`config.mk`:
```
export PLATFORM = sky130hd
export DESIGN_NAME = vcr_config_regs
export DESIGN_NICKNAME = d
export VERILOG_FILES = /design/src/rtl/vcr_config_regs.v
export VERILOG_INCLUDE_DIRS = /design/src /design/src/inc
export SDC_FILE = /design/constraint.sdc
export NUM_CORES = 1
export LEC_CHECK = 0
export BUFFER_PORTS_ARGS = -buffer_cell sky130_fd_sc_hd__clkbuf_2
export CORE_MARGIN = 2
export CORE_UTILIZATION = 40
export DETAILED_ROUTE_END_ITERATION = 6
export GPL_TIMING_DRIVEN = 0
export PLACE_DENSITY_LB_ADDON = 0.3
export RECOVER_POWER = 100
export SLEW_MARGIN = 20
export SYNTH_ARGS = -nofsm -noshare
export SYNTH_HDL_FRONTEND = slang
export SYNTH_SLANG_ARGS = --single-unit
```
`constraint.sdc`:
```
create_clock -name CORE_CLK -period 4.1 [get_ports CORE_CLK]
set_clock_uncertainty 0.15 [all_clocks]
set_input_delay 0.41 -clock CORE_CLK [delete_from_list [all_inputs] [get_ports CORE_CLK]]
set_output_delay 0.41 -clock CORE_CLK [all_outputs]
set_load 0.02 [all_outputs]
```
`src/inc/vcr_defines.vh`:
```
// Register offsets, field positions and constants of the configuration bank
`ifndef VCR_DEFINES_VH
`define VCR_DEFINES_VH

// ----------------------------------------
// Register indices (byte address = 4 * index)
// ----------------------------------------
`define VCR_IDX_CLK_DELAY 8'h43
`define VCR_IDX_CW_CFG 8'hc0
`define VCR_IDX_PH_1_4 8'hc1
`define VCR_IDX_PH_5_8 8'hc2
`define VCR_IDX_PH_9_12 8'hc3
`define VCR_IDX_PH_13_16 8'hc4
`define VCR_IDX_CH_PDN 8'hc5
`define VCR_IDX_BLK_PDN 8'hc6
`define VCR_IDX_FILTER 8'hc7
`define VCR_IDX_LOW_POW 8'hc8
`define VCR_IDX_CONS_CUR 8'hca
`define VCR_IDX_MED_POW 8'hce
`define VCR_IDX_SW_DIS 8'he6
`define VCR_IDX_GT_CTRL 8'hf0

// ----------------------------------------
// Field positions and masks
// ----------------------------------------
`define VCR_DLY_MASK 16'h001e
`define VCR_CW_MASK 16'h001f
`define VCR_BLK_MASK 16'h000f
`define VCR_FILT_MASK 16'h0f80
`define VCR_LOWP_MASK 16'h1000
`define VCR_CONS_MASK 16'h0400
`define VCR_MEDP_MASK 16'h4000
`define VCR_SWD_MASK 16'h001f
`define VCR_GT_MASK 16'h0001
`define VCR_CW_SRATE_BIT 4
`define VCR_CW_X16_BIT 3
`define VCR_CW_RATIO_HI 2
`define VCR_CW_RATIO_LO 1
`define VCR_CW_SEL_BIT 0

// ----------------------------------------
// Reset value and analog constants
// ----------------------------------------
`define VCR_RESET_VAL 16'h0000
`define VCR_DLY_STEP_PS 110
`define VCR_CW_LNA_GAIN_DB 18
`define VCR_PHASE_STEP_MDEG 22500

`endif

```
`src/rtl/vcr_config_regs.v`:
```
// Configuration register bank with classic Wishbone slave port
//
// How it works
// - Bit clock delay taken from four-bit field at bits 4 to 1, 110 ps steps
// - Delay code is two's complement: 1111 means -110 ps, 0001 +110 ps
// - Every gain-section register holds zero after reset
// - Bit 4 selects single-rate clock input: 0 CMOS, 1 differential
// - Bit 3 selects sixteenfold clock input: 0 differential, 1 CMOS
// - Bits 2 to 1 give clock ratio: 16x, 8x, 4x, 1x
// - Bit 0 selects imaging or doppler path, never both at once
// - Doppler path forces amplifier gain 18 dB, disables attenuator and filter
// - Each four-bit phase word sets channel phase to N times 22.5 degrees
`timescale 1ns/1ps
`include "vcr_defines.vh"

module vcr_config_regs (
   // Clock and reset
   input wire CORE_CLK,
   input wire RESET,
   // Wishbone slave
   input wire WB_CYC_I,
   input wire WB_STB_I,
   input wire WB_WE_I,
   input wire [9:0] WB_ADR_I,
   input wire [3:0] WB_SEL_I,
   input wire [31:0] WB_DAT_I,
   output reg [31:0] WB_DAT_O,
   output reg WB_ACK_O,
   output reg WB_ERR_O,
   // Output bit clock delay
   output reg signed [3:0] OUT_CLK_DELAY_CODE,
   output reg OUT_CLK_DELAY_LATE,
   output reg OUT_CLK_DELAY_EARLY,
   // Doppler clock set-up
   output reg SRATE_CLK_DIFF,
   output reg X16_CLK_DIFF,
   output reg [1:0] DOPPLER_CLOCK_RATIO,
   output reg DOPPLER_PATH_EN,
   output reg TIME_GAIN_PATH_EN,
   // Analog chain forcing
   output reg LNA_GAIN_FIXED_18DB,
   output reg ATTENUATOR_EN,
   output reg LPF_EN,
   // Mixer phase and power
   output reg [63:0] MIXER_PHASE_WORDS,
   output reg [15:0] CH_POWERDOWN,
   output reg [3:0] BLOCK_POWERDOWN,
   output reg [3:0] LNA_HPF_PROG,
   output reg LNA_HPF_DIS,
   output reg [1:0] LPF_PROG,
   output reg LOW_POWER,
   output reg CONST_CURRENT,
   output reg MEDIUM_POWER,
   output reg [4:0] SWITCH_DISABLE,
   output reg GAIN_TABLE_WRITE_ENABLE,
   output reg GAIN_MAP_WRITE_VIOLATION
);

   // ----------------------------------------
   // Register storage
   // ----------------------------------------
   reg [15:0] clk_delay_r;
   reg [15:0] cw_cfg_r;
   reg [15:0] phase_r [0:3];
   reg [15:0] ch_pdn_r;
   reg [15:0] blk_pdn_r;
   reg [15:0] filter_r;
   reg [15:0] low_pow_r;
   reg [15:0] cons_cur_r;
   reg [15:0] med_pow_r;
   reg [15:0] sw_dis_r;
   reg [15:0] gt_ctrl_r;
   reg violation_r;

   wire [7:0] idx = WB_ADR_I[9:2];
   wire req = WB_CYC_I & WB_STB_I & ~WB_ACK_O & ~WB_ERR_O;
   wire wr = req & WB_WE_I;

   // Byte-lane merge, only defined bits stored
   function [15:0] merge;
      input [15:0] old_v;
      input [31:0] din;
      input [3:0] sel;
      input [15:0] mask;
      reg [15:0] m;
      begin
         m = old_v;
         if (sel[0]) begin
            m[7:0] = din[7:0];
         end
         if (sel[1]) begin
            m[15:8] = din[15:8];
         end
         merge = m & mask;
      end
   endfunction

   // Decode: 0 unmapped, 1 mapped, 2 mapped gain-section register
   function [1:0] decode;
      input [7:0] a;
      begin
         if (a == `VCR_IDX_CLK_DELAY || a == `VCR_IDX_GT_CTRL) begin
            decode = 2'h1;
         end else if ((a >= `VCR_IDX_CW_CFG && a <= `VCR_IDX_LOW_POW) ||
                      a == `VCR_IDX_CONS_CUR || a == `VCR_IDX_MED_POW ||
                      a == `VCR_IDX_SW_DIS) begin
            decode = 2'h2;
         end else begin
            decode = 2'h0;
         end
      end
   endfunction

   wire [1:0] dec = decode(idx);

   // ----------------------------------------
   // Read mux
   // ----------------------------------------
   reg [15:0] rd_nxt;
   always @* begin
      rd_nxt = 16'h0000;
      if (idx == `VCR_IDX_CLK_DELAY) begin
         rd_nxt = clk_delay_r;
      end else if (idx == `VCR_IDX_CW_CFG) begin
         rd_nxt = cw_cfg_r;
      end else if (idx >= `VCR_IDX_PH_1_4 && idx <= `VCR_IDX_PH_13_16) begin
         rd_nxt = phase_r[idx[1:0] - 2'h1];
      end else if (idx == `VCR_IDX_CH_PDN) begin
         rd_nxt = ch_pdn_r;
      end else if (idx == `VCR_IDX_BLK_PDN) begin
         rd_nxt = blk_pdn_r;
      end else if (idx == `VCR_IDX_FILTER) begin
         rd_nxt = filter_r;
      end else if (idx == `VCR_IDX_LOW_POW) begin
         rd_nxt = low_pow_r;
      end else if (idx == `VCR_IDX_CONS_CUR) begin
         rd_nxt = cons_cur_r;
      end else if (idx == `VCR_IDX_MED_POW) begin
         rd_nxt = med_pow_r;
      end else if (idx == `VCR_IDX_SW_DIS) begin
         rd_nxt = sw_dis_r;
      end else if (idx == `VCR_IDX_GT_CTRL) begin
         rd_nxt = {gt_ctrl_r[15:2], violation_r, gt_ctrl_r[0]};
      end
   end

   // ----------------------------------------
   // Bus handshake: ack, or err if unmapped, one cycle after request
   // ----------------------------------------
   always @(posedge CORE_CLK) begin
      if (RESET) begin
         WB_ACK_O <= 1'b0;
         WB_ERR_O <= 1'b0;
         WB_DAT_O <= 32'h00000000;
      end else begin
         WB_ACK_O <= req & (dec != 2'h0);
         WB_ERR_O <= req & (dec == 2'h0);
         WB_DAT_O <= (req & ~WB_WE_I) ? {16'h0000, rd_nxt} : 32'h00000000;
      end
   end

   // ----------------------------------------
   // Register writes
   // ----------------------------------------
   genvar g;
   generate
      for (g = 0; g < 4; g = g + 1) begin : g_phase
         always @(posedge CORE_CLK) begin
            if (RESET) begin
               phase_r[g] <= `VCR_RESET_VAL;
            end else if (wr && idx == `VCR_IDX_PH_1_4 + g) begin
               phase_r[g] <= merge(phase_r[g], WB_DAT_I, WB_SEL_I, 16'hffff);
            end
         end
      end
   endgenerate

   always @(posedge CORE_CLK) begin
      if (RESET) begin
         clk_delay_r <= `VCR_RESET_VAL;
         cw_cfg_r <= `VCR_RESET_VAL;
         ch_pdn_r <= `VCR_RESET_VAL;
         blk_pdn_r <= `VCR_RESET_VAL;
         filter_r <= `VCR_RESET_VAL;
         low_pow_r <= `VCR_RESET_VAL;
         cons_cur_r <= `VCR_RESET_VAL;
         med_pow_r <= `VCR_RESET_VAL;
         sw_dis_r <= `VCR_RESET_VAL;
         gt_ctrl_r <= `VCR_RESET_VAL;
         violation_r <= 1'b0;
      end else if (wr) begin
         // Unused bits dropped so a careless host cannot set them
         if (idx == `VCR_IDX_CLK_DELAY) begin
            clk_delay_r <= merge(clk_delay_r, WB_DAT_I, WB_SEL_I, `VCR_DLY_MASK);
         end else if (idx == `VCR_IDX_CW_CFG) begin
            cw_cfg_r <= merge(cw_cfg_r, WB_DAT_I, WB_SEL_I, `VCR_CW_MASK);
         end else if (idx == `VCR_IDX_CH_PDN) begin
            ch_pdn_r <= merge(ch_pdn_r, WB_DAT_I, WB_SEL_I, 16'hffff);
         end else if (idx == `VCR_IDX_BLK_PDN) begin
            blk_pdn_r <= merge(blk_pdn_r, WB_DAT_I, WB_SEL_I, `VCR_BLK_MASK);
         end else if (idx == `VCR_IDX_FILTER) begin
            filter_r <= merge(filter_r, WB_DAT_I, WB_SEL_I, `VCR_FILT_MASK);
         end else if (idx == `VCR_IDX_LOW_POW) begin
            low_pow_r <= merge(low_pow_r, WB_DAT_I, WB_SEL_I, `VCR_LOWP_MASK);
         end else if (idx == `VCR_IDX_CONS_CUR) begin
            cons_cur_r <= merge(cons_cur_r, WB_DAT_I, WB_SEL_I, `VCR_CONS_MASK);
         end else if (idx == `VCR_IDX_MED_POW) begin
            med_pow_r <= merge(med_pow_r, WB_DAT_I, WB_SEL_I, `VCR_MEDP_MASK);
         end else if (idx == `VCR_IDX_SW_DIS) begin
            sw_dis_r <= merge(sw_dis_r, WB_DAT_I, WB_SEL_I, `VCR_SWD_MASK);
         end else if (idx == `VCR_IDX_GT_CTRL) begin
            gt_ctrl_r <= merge(gt_ctrl_r, WB_DAT_I, WB_SEL_I, `VCR_GT_MASK);
            // Sticky flag cleared by writing 1 to bit 1, unless a new violation
            if (WB_SEL_I[0] && WB_DAT_I[1]) begin
               violation_r <= 1'b0;
            end
         end
         // Write still lands but is flagged; set wins over clear
         if (dec == 2'h2 && gt_ctrl_r[0]) begin
            violation_r <= 1'b1;
         end
      end
   end

   // ----------------------------------------
   // Outputs, all registered
   // ----------------------------------------
   always @(posedge CORE_CLK) begin
      if (RESET) begin
         OUT_CLK_DELAY_CODE <= 4'h0;
         OUT_CLK_DELAY_LATE <= 1'b0;
         OUT_CLK_DELAY_EARLY <= 1'b0;
         SRATE_CLK_DIFF <= 1'b0;
         X16_CLK_DIFF <= 1'b1;
         DOPPLER_CLOCK_RATIO <= 2'h0;
         DOPPLER_PATH_EN <= 1'b0;
         TIME_GAIN_PATH_EN <= 1'b1;
         LNA_GAIN_FIXED_18DB <= 1'b0;
         ATTENUATOR_EN <= 1'b1;
         LPF_EN <= 1'b1;
         MIXER_PHASE_WORDS <= 64'h0000000000000000;
         CH_POWERDOWN <= 16'h0000;
         BLOCK_POWERDOWN <= 4'h0;
         LNA_HPF_PROG <= 4'h0;
         LNA_HPF_DIS <= 1'b0;
         LPF_PROG <= 2'h0;
         LOW_POWER <= 1'b0;
         CONST_CURRENT <= 1'b0;
         MEDIUM_POWER <= 1'b0;
         SWITCH_DISABLE <= 5'h00;
         GAIN_TABLE_WRITE_ENABLE <= 1'b0;
         GAIN_MAP_WRITE_VIOLATION <= 1'b0;
      end else begin
         OUT_CLK_DELAY_CODE <= clk_delay_r[4:1];
         // Sign of the code picks direction; zero means neither
         OUT_CLK_DELAY_LATE <= ~clk_delay_r[4] & (clk_delay_r[3:1] != 3'h0);
         OUT_CLK_DELAY_EARLY <= clk_delay_r[4];
         SRATE_CLK_DIFF <= cw_cfg_r[`VCR_CW_SRATE_BIT];
         X16_CLK_DIFF <= ~cw_cfg_r[`VCR_CW_X16_BIT];
         DOPPLER_CLOCK_RATIO <= cw_cfg_r[`VCR_CW_RATIO_HI:`VCR_CW_RATIO_LO];
         // Both enables come from one bit, so never both active
         DOPPLER_PATH_EN <= cw_cfg_r[`VCR_CW_SEL_BIT];
         TIME_GAIN_PATH_EN <= ~cw_cfg_r[`VCR_CW_SEL_BIT];
         LNA_GAIN_FIXED_18DB <= cw_cfg_r[`VCR_CW_SEL_BIT];
         ATTENUATOR_EN <= ~cw_cfg_r[`VCR_CW_SEL_BIT];
         LPF_EN <= ~cw_cfg_r[`VCR_CW_SEL_BIT] & ~blk_pdn_r[3];
         MIXER_PHASE_WORDS <= {phase_r[3], phase_r[2], phase_r[1], phase_r[0]};
         CH_POWERDOWN <= ch_pdn_r;
         BLOCK_POWERDOWN <= blk_pdn_r[3:0];
         // Corner code is two bits wide; upper port bits held at zero
         LNA_HPF_PROG <= {2'h0, filter_r[11:10]};
         LNA_HPF_DIS <= filter_r[9];
         LPF_PROG <= filter_r[8:7];
         LOW_POWER <= low_pow_r[12];
         CONST_CURRENT <= cons_cur_r[10];
         MEDIUM_POWER <= med_pow_r[14];
         SWITCH_DISABLE <= sw_dis_r[4:0];
         GAIN_TABLE_WRITE_ENABLE <= gt_ctrl_r[0];
         GAIN_MAP_WRITE_VIOLATION <= violation_r;
      end
   end

endmodule

```
==> flow_metrics.tcl <==
set metrics [dict create \
    path_clk_slew_ns 0.06 \
    hold_path_depth 3 \
    yosys_most_used_dff "dfxtp_1" \
    drive_gt1_share_pct 12.1 \
    hold-path-endpoint "ch_pdn_r[15]" \
    setup_tns_ns 0 \
    leakage_nw 3.94 \
    drv_slew 9 \
    critPathSlowestCell "clkbuf_1" \
    ys_async_sr_fraction_pct 0 \
    synth_top_area_cell "dfxtp_1" \
    endpoint_kind "register" \
    status "finished with violations" \
    rsz0062_at_grt "false" \
    antenna_cells 0 \
    cts_root_buf "clkbuf_16" \
    r2r-start "WB_ERR_O" \
    dr_wl_met2_um 11600 \
    arrival_ns 3.53 \
    reg2reg_depth 5 \
    ant_nets 0 \
    die_h_um 154 \
    postCtsSetupBuffers 0 \
    grt_pass1_wl_um 36900 \
    tightest_slew_ns 1.80 \
    finalCriticalPeriod_ns 3.30 \
    clk_latency_ns 0.52 \
    cts_sinks 237 \
    total_power_mw 4.84 \
    worst-path-buf-inv 6 \
    setup_viol 0 \
    critPathKind "primary input to register" \
    wl_met1_um 10800 \
    ios 201 \
    synth_edf_count 64 \
    hold_class "primary input to register" \
    cts.htree.levels 1 \
    yosysMostFrequentCell "dfxtp_1" \
    min_from "WB_DAT_I[15]" \
    vias 6262 \
    ctsHoldBuffers 0 \
    drcViolationCount 0 \
    grt_max_degree 15 \
    ys_seq_area_share_pct 60.0 \
    worstPathMaxFanout 10 \
    wl_um 24800 \
    crit_chain "clkbuf_1, buf_2, buf_2, inv_1, ha_1, clkbuf_1, clkbuf_1, mux4_2, nor2_1, nor3_1" \
    reg2reg_to "ch_pdn_r[6]" \
    initial_core_util_pct 41.0 \
    grt.overflow.total 0 \
    fin_nets 1009 \
    synthDistinctLibCells 62 \
    coreArea_mm2 0.0219 \
    ctsResizeCount 0 \
    hold_viol 0 \
    r2r_slack_ns 1.08 \
    cts_buffers 25 \
    worstSetupStartpointType "primary input" \
    synth.ff_latch_count 237 \
    slowest_delay_ns 0.59 \
    cap_violations 1 \
    p_per_area_mw_per_mm2 455 \
    via_per_inst 5.00 \
    ys_top_cells_by_area "dfxtp_1 39%, edfxtp_1 21%, nor2b_1 7.1%, mux2i_1 4.1%, mux4_2 4.0%" \
    yosys.area.top_type_share_pct 38.6 \
    dieArea_mm2 0.0236 \
    synth_common_cells "173 x dfxtp_1, 102 x nor2b_1, 67 x nor2_1" \
    drtIter0Drc 415 \
    firstDrtPassIters 5 \
    dp_hpwl_um 17800 \
    first_global_vias 6347 \
    ctsLongestPathBuffers 3 \
    fp.dieW_um 154 \
    rows 54 \
    post-route-period-util_pct 80.5 \
    place_congestion 0.915 \
    violations "max-capacitance violations, max-slew violations" \
    grt_util_all_layers_pct 20.4 \
    vdd_drop_max_uv 245 \
    area_delta_synth_final_pct 18.7 \
    yosys_warnings 0 \
    cp_data_required_time_ns 4.32 \
    crit_family "buffers and inverters" \
    fmax_mhz 303 \
    port-buffer-count 159 \
    top_layer "met5" \
    crit_path_frequent_cell "clkbuf_1" \
    wl_per_cell_um 19.8 \
    postSynthAreaPerCell_um2 11.9 \
    antenna_found_initial 1 \
    synth_area_mm2 0.00897 \
    syn_inst 751 \
    cts_tree "yes" \
    relSlewSlack_pct -20.8 \
    wl_met3_um 1750 \
]
-- cell usage in the layout, fill, tap and decap left out, drive strengths merged, types with 2 or more instances in the layout --
master | netlist | routed
a22oi | 6 | 6
or3 | 4 | 4
mux2i | 37 | 37
dfxtp | 173 | 173
clkinvlp | 0 | 3
conb | 1 | 18
nand4 | 2 | 2
a21oi | 10 | 10
o21bai | 4 | 4
clkbuf | 31 | 222
nand3 | 8 | 8
inv | 10 | 12
and3 | 20 | 20
nor4 | 11 | 11
nor3b | 2 | 2
nand4b | 2 | 2
a31oi | 2 | 2
edfxtp | 64 | 64
o21ai | 12 | 12
buf | 32 | 30
a221oi | 7 | 7
o41ai | 2 | 2
nand2b | 10 | 10
a22o | 2 | 2
ha | 4 | 4
nand2 | 17 | 17
mux4 | 16 | 16
nor2 | 68 | 68
clkinv | 0 | 11
nor3 | 16 | 16
a21o | 5 | 5
and2 | 51 | 51
a221o | 2 | 2
nor2b | 102 | 102
a211oi | 2 | 2
-- registers in the layout (all words and copies together), names as in the netlist, 2 cells and up --
| signal | flops |
|---|---|
| MIXER_PHASE_WORDS | 64 |
| phase_r | 64 |
| CH_POWERDOWN | 16 |
| WB_DAT_O | 16 |
| ch_pdn_r | 16 |
| SWITCH_DISABLE | 5 |
| cw_cfg_r | 5 |
| filter_r | 5 |
| sw_dis_r | 5 |
| BLOCK_POWERDOWN | 4 |
| OUT_CLK_DELAY_CODE | 4 |
| blk_pdn_r | 4 |
| clk_delay_r | 4 |
| DOPPLER_CLOCK_RATIO | 2 |
| LNA_HPF_PROG | 2 |
| LPF_PROG | 2 |
-- area by class of cell --
cell class	count	area, µm²
Buffer	63	344
Clock buffer	30	664
Clock inverter	16	90.1
Fill cell	2123	11200
Inverter	10	37.5
Multi-Input combinational cell	458	3150
Sequential cell	237	5390
Tap cell	280	350
Timing Repair Buffer	159	628
-- how the worst max path moves through the flow --
stage / from / to / slack [ns] / depth (start not counted)
floorplan: WB_ADR_I[2] / WB_DAT_O[15] / 1.34 / 9
global placement: WB_ADR_I[2] / WB_DAT_O[7] / 0.40 / 10
detailed placement: WB_ADR_I[2] / WB_DAT_O[7] / 0.38 / 10
CTS: WB_ADR_I[2] / WB_DAT_O[7] / 0.90 / 10
global route: WB_ADR_I[2] / ch_pdn_r[15] / 0.60 / 11
finish: WB_ADR_I[2] / WB_DAT_O[7] / 0.80 / 10
-- power by group --
part | internal, mW | switching (mW)
clock | 1.16 | 0.915
combinational | 0.0935 | 0.205
sequential | 2.45 | 0.0193
-- per-stage QoR --
step	setup slack, ns	utilization (%)	std cells	cell area (µm²)	hold slack (ns)
detailed placement	0.382	46.5	1207	10200	0.296
CTS	0.896	50.0	1253	10900	0.0364
global placement	0.402	46.5	1207	10200	0.278
floorplan	1.34	-	768	9030	0.232
global route	0.600	48.6	1253	10600	0.0804
finish	0.799	48.6	1253	10600	0.0507
-- kinds of logic after synthesis --
kind of cell / count (synthesis) / share of synthesized area [%]
AOI/OAI and AO/OA: 62 / 4.90
adders and majority gates: 4 / 0.558
buffers and inverters: 73 / 4.28
DFF: 237 / 60.0
muxes: 54 / 8.27
other: 1 / 0.0418
and+or+nand+nor: 320 / 21.9
-- metal layers --
metal	global-route usage, %	vias to the layer above
met5	0	-
met4	6.29	2
met3	4.43	48
met2	33.7	226
met1	27.0	3014
li1	-	2972
-- tightest hold or removal path: stages --
cell and delay, ns:
clkbuf_2 0.12, mux2i_1 0.08, nor2_1 0.07
No activity file was read; power rests on OpenSTA's default activity.
